$ cat src/verilog/iomsg_pkg.sv
package iomsg_pkg;
   // i/o port decode: a[7:5] must be 3'b100, a[4:2] picks the block
   localparam logic [2:0] PORT_BASE_HI   = 3'h4;
   localparam int         PORT_BLK_LSB   = 2;
   localparam int         PORT_BLK_BITS  = 3;
   localparam int         PORT_BLK_COUNT = 8;
   // port blocks
   localparam logic [2:0] BLK_PARALLEL   = 3'h0;
   localparam logic [2:0] BLK_TIMER      = 3'h1;
   localparam logic [2:0] BLK_SEG_LATCH  = 3'h2;
   localparam logic [2:0] BLK_DIGIT      = 3'h3;
   localparam logic [2:0] BLK_KEYBOARD   = 3'h4;
   localparam logic [2:0] BLK_SPARE5     = 3'h5;
   localparam logic [2:0] BLK_SPARE6     = 3'h6;
   localparam logic [2:0] BLK_SPARE7     = 3'h7;
   // memory decode: a[15:14] zero, a[13:11] picks a 2k region
   localparam int         MEM_REGION_LSB = 11;
   localparam int         MEM_REGION_CNT = 8;
   localparam logic [2:0] REG_MONITOR    = 3'h0;
   localparam logic [2:0] REG_USER_PROM  = 3'h1;
   localparam logic [2:0] REG_PROG_PROM  = 3'h2;
   localparam logic [2:0] REG_RAM        = 3'h4;
   // ram: 1k standard, second 1k is expansion (a[10])
   localparam int         RAM_BANK_BIT   = 10;
   // keyboard port bit that carries the restart switch
   localparam int         RESTART_BIT    = 7;
   // nmi vector as seen by the processor
   localparam logic [15:0] NMI_VECTOR    = 16'h0066;
   localparam logic [15:0] USER_RESTART  = 16'h0800;
endpackage

$ cat src/verilog/iomsg_glue.sv
`timescale 1ns/10ps
// Function
// - one-of-eight decode splits port space into eight four-port blocks
// - blocks 80h parallel, 84h timer, 88h segment, 8ch digit, 90h keyboard
// - peripherals use the two low address bits to pick their register
// - 80h/81h data a/b, 82h/83h control a/b; 84h-87h timer channels 0-3
// - spare port selects 94h-9fh brought out for custom circuitry
// - memory selects for regions 3, 5, 6, 7 brought out
// - ram region holds 1k standard plus 1k expansion
// - timer channel 2 pulses at first user instruction after step request
// - channel 2 zero-count pulse gated onto processor nmi
// - single step works from ram or rom via hardware nmi path
// - interrupt priority settled by an enable-in/enable-out daisy chain
// - timer heads the chain, parallel i/o follows
// - last peripheral chain output is available externally
// - lowest 16k fully decoded into eight 2k regions
// - monitor 0000h, user prom 0800h, program prom 1000h, ram 2000h
// - restart switch readable on keyboard port 90h during reset sequence
module iomsg_glue (
   // clock and reset
   input  wire logic       clk,
   input  wire logic       nrst,
   // processor bus
   input  wire logic [15:0] addr,
   input  wire logic       mreq_n,
   input  wire logic       iorq_n,
   input  wire logic       m1_n,
   input  wire logic       rd_n,
   output logic            nmi_n,
   // keyboard data into read path
   input  wire logic [6:0] key_data,
   input  wire logic       restart_switch,
   output logic      [7:0] key_port_data,
   output logic            key_port_oe,
   // single step
   input  wire logic       timer_ch2_zero_pulse,
   input  wire logic       step_enable,
   // interrupt daisy chain
   input  wire logic       priority_chain_in,
   input  wire logic       timer_chain_out,
   input  wire logic       parallel_chain_out,
   output logic            timer_chain_in,
   output logic            parallel_chain_in,
   output logic            priority_chain_out,
   // peripheral port selects
   output logic            parallel_sel_n,
   output logic            timer_sel_n,
   output logic            seg_latch_sel_n,
   output logic            digit_latch_sel_n,
   output logic            keyboard_sel_n,
   output logic            io_block_sel_5,
   output logic            io_block_sel_6,
   output logic            io_block_sel_7,
   output logic      [1:0] periph_reg_addr,
   output logic            parallel_ctrl,
   output logic            parallel_port_b,
   // memory selects
   output logic            monitor_select,
   output logic            user_prom_select,
   output logic            program_prom_select,
   output logic            ram_std_select,
   output logic            ram_exp_select,
   output logic            mem_region_sel_3,
   output logic            mem_region_sel_5,
   output logic            mem_region_sel_6,
   output logic            mem_region_sel_7
);
   logic [7:0] port_n;
   logic [7:0] region_n;
   logic       io_cycle;
   logic       mem_cycle;
   // address fields feeding the decoders
   logic [2:0] port_blk;
   logic [2:0] mem_region;
   logic       ram_cycle;

   // acknowledge cycles carry iorq with m1 low and must not select a port
   assign io_cycle  = !iorq_n && m1_n &&
                      (addr[7:5] == iomsg_pkg::PORT_BASE_HI);
   assign mem_cycle = !mreq_n && (addr[15:14] == 2'h0);
   assign port_blk   = addr[iomsg_pkg::PORT_BLK_LSB +: iomsg_pkg::PORT_BLK_BITS];
   assign mem_region = addr[iomsg_pkg::MEM_REGION_LSB +: 3];

   // ram decode runs beside the region decoder so both ram selects leave flops
   assign ram_cycle = mem_cycle && (mem_region == iomsg_pkg::REG_RAM);

   // port blocks: a7..a5 fixed at 100, a4..a2 pick one of eight
   iomsg_decode8 u_port_dec (
      .clk   (clk),
      .nrst  (nrst),
      .enable(io_cycle),
      .sel   (port_blk),
      .out_n (port_n)
   );

   // memory regions: a15..a14 zero, a13..a11 pick one 2k region
   iomsg_decode8 u_mem_dec (
      .clk   (clk),
      .nrst  (nrst),
      .enable(mem_cycle),
      .sel   (mem_region),
      .out_n (region_n)
   );

   // block selects, one cycle behind the bus like the decoder outputs
   always_comb begin
      parallel_sel_n    = port_n[iomsg_pkg::BLK_PARALLEL];
      timer_sel_n       = port_n[iomsg_pkg::BLK_TIMER];
      seg_latch_sel_n   = port_n[iomsg_pkg::BLK_SEG_LATCH];
      digit_latch_sel_n = port_n[iomsg_pkg::BLK_DIGIT];
      keyboard_sel_n    = port_n[iomsg_pkg::BLK_KEYBOARD];
      io_block_sel_5    = port_n[iomsg_pkg::BLK_SPARE5];
      io_block_sel_6    = port_n[iomsg_pkg::BLK_SPARE6];
      io_block_sel_7    = port_n[iomsg_pkg::BLK_SPARE7];
      // memory selects; the ram region leaves through its own bank flops
      monitor_select      = region_n[iomsg_pkg::REG_MONITOR];
      user_prom_select    = region_n[iomsg_pkg::REG_USER_PROM];
      program_prom_select = region_n[iomsg_pkg::REG_PROG_PROM];
      mem_region_sel_3    = region_n[3];
      mem_region_sel_5    = region_n[5];
      mem_region_sel_6    = region_n[6];
      mem_region_sel_7    = region_n[7];
   end

   // register index within a block, registered with the selects
   always_ff @(posedge clk or negedge nrst) begin
      if (!nrst) begin
         periph_reg_addr <= 2'h0;
      end else begin
         periph_reg_addr <= addr[1:0];
      end
   end

   // parallel i/o: a1 picks data or control, a0 picks side a or b
   always_ff @(posedge clk or negedge nrst) begin
      if (!nrst) begin
         parallel_ctrl   <= 1'b0;
         parallel_port_b <= 1'b0;
      end else begin
         parallel_ctrl   <= addr[1];
         parallel_port_b <= addr[0];
      end
   end

   // ram region split into standard and expansion 1k banks on a10; both
   // selects come from flops, so no decode glitch reaches the ram chips
   always_ff @(posedge clk or negedge nrst) begin
      if (!nrst) begin
         ram_std_select <= 1'b1;
      end else begin
         ram_std_select <= !(ram_cycle && !addr[iomsg_pkg::RAM_BANK_BIT]);
      end
   end

   always_ff @(posedge clk or negedge nrst) begin
      if (!nrst) begin
         ram_exp_select <= 1'b1;
      end else begin
         ram_exp_select <= !(ram_cycle && addr[iomsg_pkg::RAM_BANK_BIT]);
      end
   end

   // single step: the timer pulse reaches nmi only while stepping is armed,
   // so free-running channel 2 use (prom programming) never traps;
   // a pulse that spans no rising clock edge is not seen, and step_enable
   // must stay high until the timer pulse has been taken
   always_ff @(posedge clk or negedge nrst) begin
      if (!nrst) begin
         nmi_n <= 1'b1;
      end else begin
         nmi_n <= !(timer_ch2_zero_pulse && step_enable);
      end
   end

   // keyboard port read path carries the restart switch on the top bit
   always_ff @(posedge clk or negedge nrst) begin
      if (!nrst) begin
         key_port_data <= 8'h00;
      end else begin
         key_port_data <= {restart_switch, key_data};
      end
   end

   // enable only on reads, so a write to the block never fights the bus
   always_ff @(posedge clk or negedge nrst) begin
      if (!nrst) begin
         key_port_oe <= 1'b0;
      end else begin
         key_port_oe <= io_cycle && !rd_n &&
                        (port_blk == iomsg_pkg::BLK_KEYBOARD);
      end
   end

   // daisy chain: timer first, parallel i/o second, then out
   // each hop costs one cycle, so the chain needs three cycles to settle
   always_ff @(posedge clk or negedge nrst) begin
      if (!nrst) begin
         timer_chain_in <= 1'b0;
      end else begin
         timer_chain_in <= priority_chain_in;
      end
   end

   always_ff @(posedge clk or negedge nrst) begin
      if (!nrst) begin
         parallel_chain_in <= 1'b0;
      end else begin
         parallel_chain_in <= timer_chain_out;
      end
   end

   always_ff @(posedge clk or negedge nrst) begin
      if (!nrst) begin
         priority_chain_out <= 1'b0;
      end else begin
         priority_chain_out <= parallel_chain_out;
      end
   end
endmodule // iomsg_glue

$ cat src/verilog/iomsg_decode8.sv
`timescale 1ns/10ps
// one-of-eight decoder with active-low outputs, registered
module iomsg_decode8 (
   // clock and reset
   input  wire logic       clk,
   input  wire logic       nrst,
   // decode request
   input  wire logic       enable,
   input  wire logic [2:0] sel,
   // selects, active low
   output logic      [7:0] out_n
);
   always_ff @(posedge clk or negedge nrst) begin
      if (!nrst) begin
         out_n <= 8'hff;
      end else begin
         out_n <= enable ? ~(8'h01 << sel) : 8'hff;
      end
   end
endmodule // iomsg_decode8

$ cat config.mk
export PLATFORM = sky130hd
export DESIGN_NAME = iomsg_glue
export DESIGN_NICKNAME = d
export VERILOG_FILES = /design/src/verilog/iomsg_pkg.sv /design/src/verilog/iomsg_glue.sv /design/src/verilog/iomsg_decode8.sv
export SDC_FILE = /design/constraint.sdc
export NUM_CORES = 1
export LEC_CHECK = 0
export BUFFER_PORTS_ARGS = -buffer_cell sky130_fd_sc_hd__buf_2
export CORE_UTILIZATION = 44
export DETAILED_ROUTE_END_ITERATION = 12
export PLACE_DENSITY = 0.89
export SLEW_MARGIN = 20
export SYNTH_ARGS = -nofsm -noshare
export SYNTH_HDL_FRONTEND = slang
export SYNTH_HIERARCHICAL = 1
export SYNTH_SLANG_ARGS = --single-unit
export TNS_END_PERCENT = 10
$ cat constraint.sdc
create_clock -name clk -period 0.8 [get_ports clk]
set_clock_uncertainty 0.05 [all_clocks]
set_input_delay 0.04 -clock clk [delete_from_list [all_inputs] [get_ports clk]]
set_output_delay 0.04 -clock clk [all_outputs]
set_load 0.05 [all_outputs]
==> summary.log, run 1 <==
INFO  status         status=stopped before the end
INFO  status         stop_stage=global routing
INFO  status         stop_error=[ERROR DPL-0033] detailed placement checks failed during check placement.
INFO  synth          synth-warning-count=6
INFO  floorplan      die-height=50.85microns
INFO  placed_design  gpl.final_weighted_congestion=0.7175
INFO  clock_network  clockRootBuffer=sky130_fd_sc_hd__clkbuf_4
INFO  clock_network  clock_tree.htree_level_count=2
INFO  floorplan      rows=17
INFO  floorplan      initial_util=47.00%
INFO  synth          postSynthCellCount=58
INFO  clock_network  cts_inserted_buffers=5
INFO  floorplan      io_pins=69
INFO  global_route   antenna_violations_before_repair=0
INFO  timing         timing.worst_endpoint.kind=output port
INFO  clock_network  cts.path.max_buffers=2
INFO  timing         worst_endpoint=mem_region_sel_3
INFO  placed_design  post-dp-hpwl=1506microns
INFO  clock_network  postCtsSetupRepairBufs=0
INFO  synth          synthesis.area=0.001050sqmm
INFO  synth          syn_avg_cell_area=18.10squm
INFO  placed_design  dp_worst_setup_slack=-368.3ps
INFO  synth          synthesis.nets=93
INFO  placed_design  placedCellCount=159
INFO  global_route   grt_start_max_net_pins=33
INFO  floorplan      chip_width=50.85microns
INFO  placed_design  io_buf_count=66
-- stage by stage --
| step | hold slack, ps | util [%] | area (sq um) |
|---|---|---|---|
| after CTS | -130.2 | 95.74 | 2138 |
| after global placement | -50.55 | 66.72 | 1490 |
| after floorplan | -305.6 | - | 1060 |
| after detailed placement | -48.30 | 66.72 | 1490 |
-- repair_timing --
action,in CTS
setup endpoints to repair,35
hold endpoints to repair,63
pin swaps,1
hold buffers,31
resized for setup,83
==> inputs of run 2 (changes only) <==
CORE_AREA = 2 2 63 65   (was unset)
CORE_UTILIZATION = unset   (was 44)
DIE_AREA = 0 0 65 67   (was unset)
PLACE_DENSITY = unset   (was 0.89)
PLACE_DENSITY_LB_ADDON = 0.15   (was unset)
==> summary.log, run 2 <==
INFO  status         status=finished with violations
INFO  status         violations_in_the_final_reports=hold timing, setup timing
INFO  layout         seq_area=823.3squm
INFO  layout         mostFrequentLayoutCells=32 x sky130_fd_sc_hd__buf_2, 18 x sky130_fd_sc_hd__dlygate4sd3_1, 18 x sky130_fd_sc_hd__dfstp_2, 18 x sky130_fd_sc_hd__buf_8, 16 x sky130_fd_sc_hd__buf_6
INFO  timing         min_period_over_period=132.6%
INFO  layout         antennaDiodeCount=0
INFO  synth          synth-warning-count=6
INFO  layout         drive_gt1_share=66.24%
INFO  global_route   via_count_of_the_first_global_routing_pass=908
INFO  floorplan      initial_util=29.11%
INFO  drt            viasPerCell=4.195
INFO  synth          synthesis.area=0.001050sqmm
INFO  clock_network  cts_tree=built
INFO  pwr            net-switching-power=878.1uW
INFO  timing         fin_crit=1061ps
INFO  synth          synthesis.nets=93
INFO  drt            via_count=860
INFO  layout         multiInputGateArea=221.5squm
INFO  clock_network  tritoncts_num_sinks=32
INFO  global_route   track_usage=13.49%
INFO  setup_path     crit_chain=buf_8
INFO  pwr            power_frac_seq=48.4%
INFO  clock_network  hold_buffers=18
INFO  global_route   grt_start_max_net_pins=33
INFO  drt            routed_wirelength=2576microns
INFO  timing         timing.max_slew.rel_slack=83.86%
INFO  drt            wire_length_per_cell_after_detailed_routing=12.57microns
INFO  pwr            vdd_ir_drop_max=0.0006273V
INFO  placed_design  post-dp-hpwl=1662microns
INFO  setup_path     critPathLaunchType=flip-flop
INFO  setup_path     end_kind=primary output
INFO  synth          syn_avg_cell_area=18.10squm
INFO  timing         unrepaired_setup_endpoints_after_global_routing=yes
INFO  global_route   global_route_wire_length_before_repair=4195microns
INFO  drt            drt_first_pass_iters=4
INFO  floorplan      io_pins=69
INFO  pwr            power-per-cell-area=1691mW/mm^2
INFO  global_route   antenna_violations_before_repair=0
INFO  job            max-cap-violations=0
INFO  pwr            leakage_dissipation=0.0009301uW
INFO  floorplan      die-height=67microns
INFO  pwr            clock_share_of_power=35.5%
INFO  timing         fin_hold_ws=-75.41ps
INFO  layout         most_common_library_cell_in_the_layout_ignoring_fill_and_taps=sky130_fd_sc_hd__buf_2
INFO  placed_design  dp_worst_setup_slack=-368.0ps
INFO  layout         num-nets-final=191
INFO  clock_network  cts.path.max_buffers=2
INFO  setup_path     critical_path.max_fanout=1
INFO  timing         setup_ws=-261.1ps
INFO  floorplan      core_region_area=0.003606sqmm
INFO  layout         final_core_utilization=57.36%
INFO  setup_path     cell_family_with_the_largest_share_of_critical_path_delay=flip-flops
INFO  floorplan      rows=22
INFO  placed_design  gpl.final_weighted_congestion=0.6284
INFO  synth          postSynthCellCount=58
INFO  global_route   global_route.overflow_total=0
INFO  setup_path     timing.critical_path.buf_inv=1
INFO  floorplan      chip_width=65microns
INFO  clock_network  clock_transition_at_path_regs=70ps
INFO  drt            first_iter_violations=36
INFO  timing         maxSlewViolCount=0
INFO  placed_design  io_buf_count=66
INFO  setup_path     criticalPathCategory=reg2out
INFO  clock_network  cts_inserted_buffers=5
INFO  clock_network  clockRootBuffer=sky130_fd_sc_hd__clkbuf_8
INFO  setup_path     cpMaxStageDelayCell=sky130_fd_sc_hd__dfstp_2
INFO  setup_path     timing.critical_path.required=710ps
INFO  pwr            share_comb_of_total_power=16.1%
INFO  timing         timing.fmax=942.4MHz
INFO  timing         tightest_slew=238.7ps
INFO  drt            detail-route-antenna-nets=0
INFO  clock_network  clock_tree.htree_level_count=2
INFO  layout         largestRegisters=key_port_data: 8 flops, u_port_dec/out_n: 8 flops, u_mem_dec/out_n: 7 flops
INFO  layout         final.fill_count=299
INFO  layout         syn2layout_area_growth=97.02%
INFO  timing         final_hold_viol_count=2
INFO  pwr            p_int=2620uW
INFO  drt            drc_viols=0
INFO  timing         setup-violations-final=35
INFO  worst_hold_path hold_path.class=in2reg
INFO  setup_path     worst_path_arrival_time=970ps
INFO  setup_path     worst_path_largest_cell_delay=550ps
INFO  pwr            switching_share=25.10%
INFO  floorplan      dieArea=0.004355sqmm
## run 2: metal layers
metal  wire length (microns)  share of wire [%]  track usage, %  vias to the layer above
met5                       0                  0               0                        -
met4                      63                2.4           7.979                        0
met3                     217                8.4           4.730                        6
met2                    1324                 51           23.07                       45
met1                     971                 38           14.33                      398
li1                        -                  -               -                      411
## run 2: area by class of cell
class | count | area share [%]
flip-flops and latches | 32 | 39.81
clock buffers | 6 | 3.993
clock inverters | 2 | 0.4840
multi-input cells | 24 | 10.71
well taps | 48 | 2.904
repair buffers | 93 | 42.11
## run 2: through the flow
| step | TNS [ps] | cell area, sq um | instances | total power, uW |
|---|---|---|---|---|
| finish | -5999 | 2068 | 205 | 3498 |
| CTS | -6479 | 2053 | 205 | 3547 |
| global route | -7212 | 2068 | 205 | 3687 |
| global placement | -2233 | 1515 | 179 | 2134 |
| floorplan | -798.8 | 1060 | 58 | 1920 |
| detailed placement | -2427 | 1515 | 179 | 2140 |
## run 2: final timing paths
check	from	end	slack [ps]	depth (start not counted)
max in group asynchronous	nrst	u_port_dec/out_n[3]	240	3
min	addr[11]	u_mem_dec/out_n[0]	-80	2
min in group asynchronous	nrst	key_port_oe	230	3
max	ram_exp_select	ram_exp_select	-260	1
## run 2: power by group through the flow
stage               logic [uW]  clock network [uW]  registers (uW)
global route               602                1390            1690
finish                     564                1240            1690
floorplan                 59.8                   0            1860
detailed placement         435                   0            1700
global placement           430                   0            1700
CTS                        562                1290            1690
## run 2: timing repair
action	in CTS	in global routing
setup buffers	0	0
hold endpoints to repair	51	2
resized for setup	82	4
setup endpoints to repair	35	35
pin swaps	1	0
Note: power is estimated with default switching activity, not from simulation.
==> inputs of run 3 (changes only) <==
GPL_TIMING_DRIVEN = 0   (was unset)
RECOVER_POWER = 50   (was unset)
==> summary.log, run 3 (synthesized netlist as in run 2, its figures left out) <==
INFO  pwr            clock_share_of_power=32.7%
INFO  timing         min_period_over_period=134.3%
INFO  layout         most_common_library_cell_in_the_layout_ignoring_fill_and_taps=sky130_fd_sc_hd__buf_2
INFO  pwr            power-per-cell-area=1591mW/mm^2
INFO  setup_path     end_kind=flip-flop
INFO  setup_path     cpMaxStageDelayCell=sky130_fd_sc_hd__dlygate4sd3_1
INFO  clock_network  cts_tree=built
INFO  placed_design  placed_area=0.001450sqmm
INFO  floorplan      core_region_area=0.003606sqmm
INFO  drt            viasPerCell=4.292
INFO  setup_path     crit_chain=buf_2 -> dlygate4sd3_1 -> or4b_1
INFO  layout         multiInputGateArea=227.7squm
INFO  floorplan      io_pins=69
INFO  drt            drt_first_pass_iters=4
INFO  setup_path     critPathLaunchType=input pin
INFO  timing         setup_ws=-274.1ps
INFO  drt            wire_length_per_cell_after_detailed_routing=13.34microns
INFO  pwr            switching_share=24.59%
INFO  timing         fin_crit=1074ps
INFO  global_route   grt_start_max_net_pins=33
INFO  timing         maxSlewViolCount=0
INFO  global_route   use_met2=24.48%
INFO  placed_design  gpl.final_weighted_congestion=0.6231
INFO  drt            first_iter_violations=18
INFO  layout         mostFrequentLayoutCells=29 x sky130_fd_sc_hd__buf_2, 22 x sky130_fd_sc_hd__dlygate4sd3_1, 18 x sky130_fd_sc_hd__buf_6, 18 x sky130_fd_sc_hd__dfstp_2, 18 x sky130_fd_sc_hd__buf_8
INFO  pwr            leakage_dissipation=0.0009969uW
INFO  timing         setup-violations-final=36
INFO  pwr            vdd_ir_drop_max=0.0007488V
INFO  drt            via_count=897
INFO  timing         tightest_slew=741.7ps
INFO  worst_hold_path hold_path.class=in2async
INFO  global_route   grt.busiest_layer=met2
INFO  global_route   global_route_wire_length_before_repair=4264microns
INFO  global_route   global_route.overflow_total=0
INFO  setup_path     critical_path.max_fanout=3
INFO  pwr            share_comb_of_total_power=17.6%
INFO  floorplan      die-height=67microns
INFO  global_route   grt_use_met1=14.55%
INFO  layout         largestRegisters=key_port_data: 8 flops, u_port_dec/out_n: 8 flops, u_mem_dec/out_n: 7 flops
INFO  status         violations_in_the_final_reports=hold timing, setup timing
INFO  setup_path     worst_path_largest_cell_delay=580ps
INFO  layout         drive_gt1_share=59.01%
INFO  clock_network  clock_transition_at_path_regs=60ps
INFO  global_route   track_usage=13.89%
INFO  timing         unrepaired_setup_endpoints_after_global_routing=yes
INFO  floorplan      chip_width=65microns
INFO  placed_design  io_buf_count=66
INFO  setup_path     timing.critical_path.required=940ps
INFO  drt            drc_viols=0
INFO  setup_path     worst_path_arrival_time=1210ps
INFO  drt            detail-route-antenna-nets=0
INFO  floorplan      initial_util=29.11%
INFO  clock_network  cts_inserted_buffers=5
INFO  timing         timing.max_slew.rel_slack=50.55%
INFO  global_route   antenna_violations_before_repair=0
INFO  timing         timing.fmax=931.0MHz
INFO  layout         syn2layout_area_growth=103.7%
INFO  pwr            net-switching-power=836.8uW
INFO  job            max-cap-violations=0
INFO  layout         antennaDiodeCount=0
INFO  drt            routed_wirelength=2789microns
INFO  clock_network  clockRootBuffer=sky130_fd_sc_hd__clkbuf_8
INFO  layout         num-nets-final=195
INFO  floorplan      dieArea=0.004355sqmm
INFO  floorplan      rows=22
INFO  timing         final_hold_viol_count=21
INFO  setup_path     criticalPathCategory=in2reg
INFO  clock_network  cts.path.max_buffers=2
INFO  clock_network  tritoncts_num_sinks=32
INFO  pwr            p_int=2566uW
INFO  layout         seq_area=823.3squm
INFO  placed_design  post-dp-hpwl=1519microns
INFO  global_route   grtUsageMet3=4.899%
INFO  status         status=finished with violations
INFO  pwr            power_frac_seq=49.7%
INFO  timing         fin_hold_ws=-226.2ps
INFO  clock_network  clock_tree.htree_level_count=2
INFO  layout         final_area=0.002138sqmm
INFO  layout         final.fill_count=287
INFO  global_route   via_count_of_the_first_global_routing_pass=931
## run 3: cell types whose count changed in the layout (fill, tap and decap cells not counted), sizes merged
| cell | delta |
|---|---|
| buf | -8 |
| dlymetal6s4s | +7 |
| dlygate4sd3 | +4 |
| clkinv | -1 |
| clkbuf | +2 |
## run 3: area by class of cell
| cell class | count | share of cell area (%) |
|---|---|---|
| sequential | 32 | 38.50 |
| multi-input combinational | 24 | 10.65 |
| tap | 48 | 2.809 |
| clock inverter | 1 | 0.2341 |
| clock buffer | 7 | 3.569 |
| timing repair buffer | 95 | 43.53 |
| buffer | 2 | 0.7022 |
## run 3: power groups by stage
stage	sequential, uW	clock [uW]	combinational (uW)
after floorplan	1860	0	59.8
after global placement	1700	0	398
after detailed placement	1700	0	402
after CTS	1690	1160	580
after global routing	1690	1260	636
final	1690	1110	598
## run 3: critical path, delay by kind of cell
kind / cells / cell delay (ps)
AND/OR/NAND/NOR: 1 / 480
buffers and inverters: 2 / 690
## run 3: through the flow
stage	instances	total power [uW]	utilization [%]	worst slack, ps	setup TNS (ps)
after floorplan	58	1920	-	-260.1	-798.8
after CTS	207	3435	58.15	-262.8	-6564
after detailed placement	172	2106	40.22	-418.6	-2957
after global routing	209	3589	59.30	-283.0	-7639
final	209	3403	59.30	-274.1	-6333
after global placement	172	2102	40.22	-420.1	-2744
## run 3: worst max-delay path by stage
stage | startpoint | end | depth (start not counted) | slack, ps
floorplan | iorq_n | u_port_dec/out_n[0] | 3 | -260
global placement | addr[15] | u_mem_dec/out_n[0] | 3 | -420
detailed placement | iorq_n | u_port_dec/out_n[0] | 4 | -420
CTS | ram_std_select | ram_std_select | 1 | -260
global route | addr[13] | u_mem_dec/out_n[0] | 3 | -280
finish | addr[13] | u_mem_dec/out_n[0] | 3 | -270
## run 3: routing by layer
metal | part of all wire [%] | vias to the layer above
li1 | - | 418
met1 | 37 | 433
met2 | 54 | 44
met3 | 7.9 | 2
met4 | 0.97 | 0
met5 | 0 | -
## run 3: repair_timing
action | in CTS | in global routing
endpoints found under the setup margin | 36 | 48
endpoints found under the hold margin | 43 | 21
gates resized for setup | 88 | 8
setup buffers | 0 | 0
pin swaps | 2 | 1
hold buffers | 27 | 2
==> inputs of run 4 (changes only) <==
PLACE_DENSITY = 0.61   (was unset)
PLACE_DENSITY_LB_ADDON = unset   (was 0.15)
==> summary.log, run 4 (synthesized netlist as in run 2, its figures left out) <==
INFO  floorplan      core_region_area=0.003606sqmm
INFO  drt            wire_length_per_cell_after_detailed_routing=13.74microns
INFO  global_route   via_count_of_the_first_global_routing_pass=967
INFO  clock_network  clock_tree.htree_level_count=2
INFO  clock_network  clockRootBuffer=sky130_fd_sc_hd__clkbuf_8
INFO  clock_network  cts_inserted_buffers=5
INFO  timing         min_period_over_period=132.2%
INFO  placed_design  io_buf_count=66
INFO  clock_network  cts_tree=built
INFO  setup_path     crit_chain=buf_8
INFO  layout         mostFrequentLayoutCells=30 x sky130_fd_sc_hd__buf_2, 21 x sky130_fd_sc_hd__dlygate4sd3_1, 18 x sky130_fd_sc_hd__buf_6, 18 x sky130_fd_sc_hd__dfstp_2, 17 x sky130_fd_sc_hd__buf_8
INFO  floorplan      initial_util=29.11%
INFO  setup_path     critical_path.max_fanout=1
INFO  timing         setup-violations-final=36
INFO  drt            drc_viols=0
INFO  timing         unrepaired_setup_endpoints_after_global_routing=yes
INFO  timing         final_hold_viol_count=25
INFO  global_route   grt_start_max_net_pins=33
INFO  pwr            leakage_dissipation=0.0009368uW
INFO  global_route   global_route_wire_length_before_repair=4416microns
INFO  global_route   track_usage=14.19%
INFO  setup_path     criticalPathCategory=reg2out
INFO  timing         timing.max_slew.rel_slack=51.12%
INFO  layout         antennaDiodeCount=0
INFO  layout         final-instance-count-excl-fill=203
INFO  drt            viasPerCell=4.330
INFO  status         status=finished with violations
INFO  setup_path     end_kind=primary output
INFO  clock_network  tritoncts_num_sinks=32
INFO  floorplan      chip_width=65microns
INFO  setup_path     timing.critical_path.buf_inv=1
INFO  layout         largestRegisters=key_port_data: 8 flops, u_port_dec/out_n: 8 flops, u_mem_dec/out_n: 7 flops
INFO  drt            via_count=879
INFO  placed_design  placedCellCount=172
INFO  job            max-cap-violations=0
INFO  timing         setup_ws=-257.6ps
INFO  layout         final_area=0.002082sqmm
INFO  timing         timing.fmax=945.5MHz
INFO  drt            first_iter_violations=35
INFO  floorplan      die-height=67microns
INFO  placed_design  placed_area=0.001450sqmm
INFO  setup_path     cell_family_with_the_largest_share_of_critical_path_delay=flip-flops
INFO  pwr            vdd_ir_drop_max=0.0007100V
INFO  clock_network  cts.path.max_buffers=2
INFO  pwr            power-per-cell-area=1778mW/mm^2
INFO  status         violations_in_the_final_reports=hold timing, setup timing
INFO  layout         syn2layout_area_growth=98.33%
INFO  layout         final.fill_count=281
INFO  timing         fin_hold_ws=-225.3ps
INFO  setup_path     worst_path_arrival_time=970ps
INFO  worst_hold_path hold_path.class=in2async
INFO  floorplan      dieArea=0.004355sqmm
INFO  layout         num-nets-final=189
INFO  timing         fin_crit=1058ps
INFO  clock_network  postCtsSetupRepairBufs=0
INFO  setup_path     timing.critical_path.required=710ps
INFO  placed_design  post-dp-hpwl=1599microns
INFO  drt            drt_first_pass_iters=2
INFO  global_route   global_route.overflow_total=0
INFO  floorplan      rows=22
INFO  timing         maxSlewViolCount=0
INFO  setup_path     worst_path_largest_cell_delay=550ps
INFO  clock_network  hold_buffers=23
INFO  drt            routed_wirelength=2789microns
INFO  timing         tightest_slew=733.2ps
INFO  floorplan      io_pins=69
INFO  placed_design  gpl.final_weighted_congestion=0.6477
INFO  setup_path     cpMaxStageDelayCell=sky130_fd_sc_hd__dfstp_2
INFO  drt            detail-route-antenna-nets=0
INFO  clock_network  clock_transition_at_path_regs=60ps
INFO  global_route   antenna_violations_before_repair=0
INFO  setup_path     critPathLaunchType=flip-flop
INFO  layout         drive_gt1_share=61.94%
INFO  layout         most_common_library_cell_in_the_layout_ignoring_fill_and_taps=sky130_fd_sc_hd__buf_2
## run 4: cell count changes in the layout (fill, tap and decap cells not counted)
cell,change
sky130_fd_sc_hd__buf_8,-1
sky130_fd_sc_hd__dlymetal6s4s_1,-5
sky130_fd_sc_hd__buf_2,+1
sky130_fd_sc_hd__clkbuf_1,-1
sky130_fd_sc_hd__bufinv_16,+1
sky130_fd_sc_hd__dlygate4sd3_1,-1
## run 4: metal layers
metal  track usage (%)  share of wire, %  up-vias
li1                  -                 -      407
met2             26.93                54       49
met5                 0                 0        -
met1             12.45                33      416
met3             5.236               9.6        7
met4             9.043               2.8        0
## run 4: final cells by class
cell class / count / area [sq um] / share of cell area [%]
Multi-Input combinational cell: 24 / 227.7 / 10.94
Tap cell: 48 / 60.06 / 2.885
Clock inverter: 2 / 35.03 / 1.683
Timing Repair Buffer: 89 / 848.3 / 40.75
Sequential cell: 32 / 823.3 / 39.54
Buffer: 2 / 15.01 / 0.7212
Clock buffer: 6 / 72.57 / 3.486
## run 4: through the flow
stage               TNS [ps]  utilization (%)  power [uW]  hold slack, ps  worst slack [ps]
floorplan             -798.8                -        1920          -305.6            -260.1
global placement       -2497            40.22        2099           43.50            -427.9
detailed placement     -3041            40.22        2108           54.23            -425.6
CTS                    -6630            57.49        3746          -240.2            -267.7
global route           -7224            57.74        3855          -187.0            -280.2
finish                 -6186            57.74        3702          -225.3            -257.6
## run 4: where the power goes
part / total, uW / internal [uW] / switching [uW] / leakage (uW)
combinational: 564 / 258 / 305 / 0.000527
clock: 1450 / 922 / 523 / 0.0000552
sequential: 1690 / 1670 / 22.4 / 0.000355
## run 4: what timing repair did
| item | CTS | global route |
|---|---|---|
| gates cloned | 0 | 0 |
| pin swaps | 2 | 0 |
| endpoints found under the hold margin | 42 | 26 |
| gates resized for setup | 86 | 3 |
| endpoints found under the setup margin | 36 | 40 |
## run 4: path summary, 6_finish.rpt
check	from	endpoint	slack, ps	depth (start not counted)
max	u_port_dec/out_n[7]	io_block_sel_7	-260	1
min	nrst	key_port_data[4]	-230	1
max in group asynchronous	nrst	key_port_data[1]	460	1
min in group clk	mreq_n	u_mem_dec/out_n[3]	-30	3
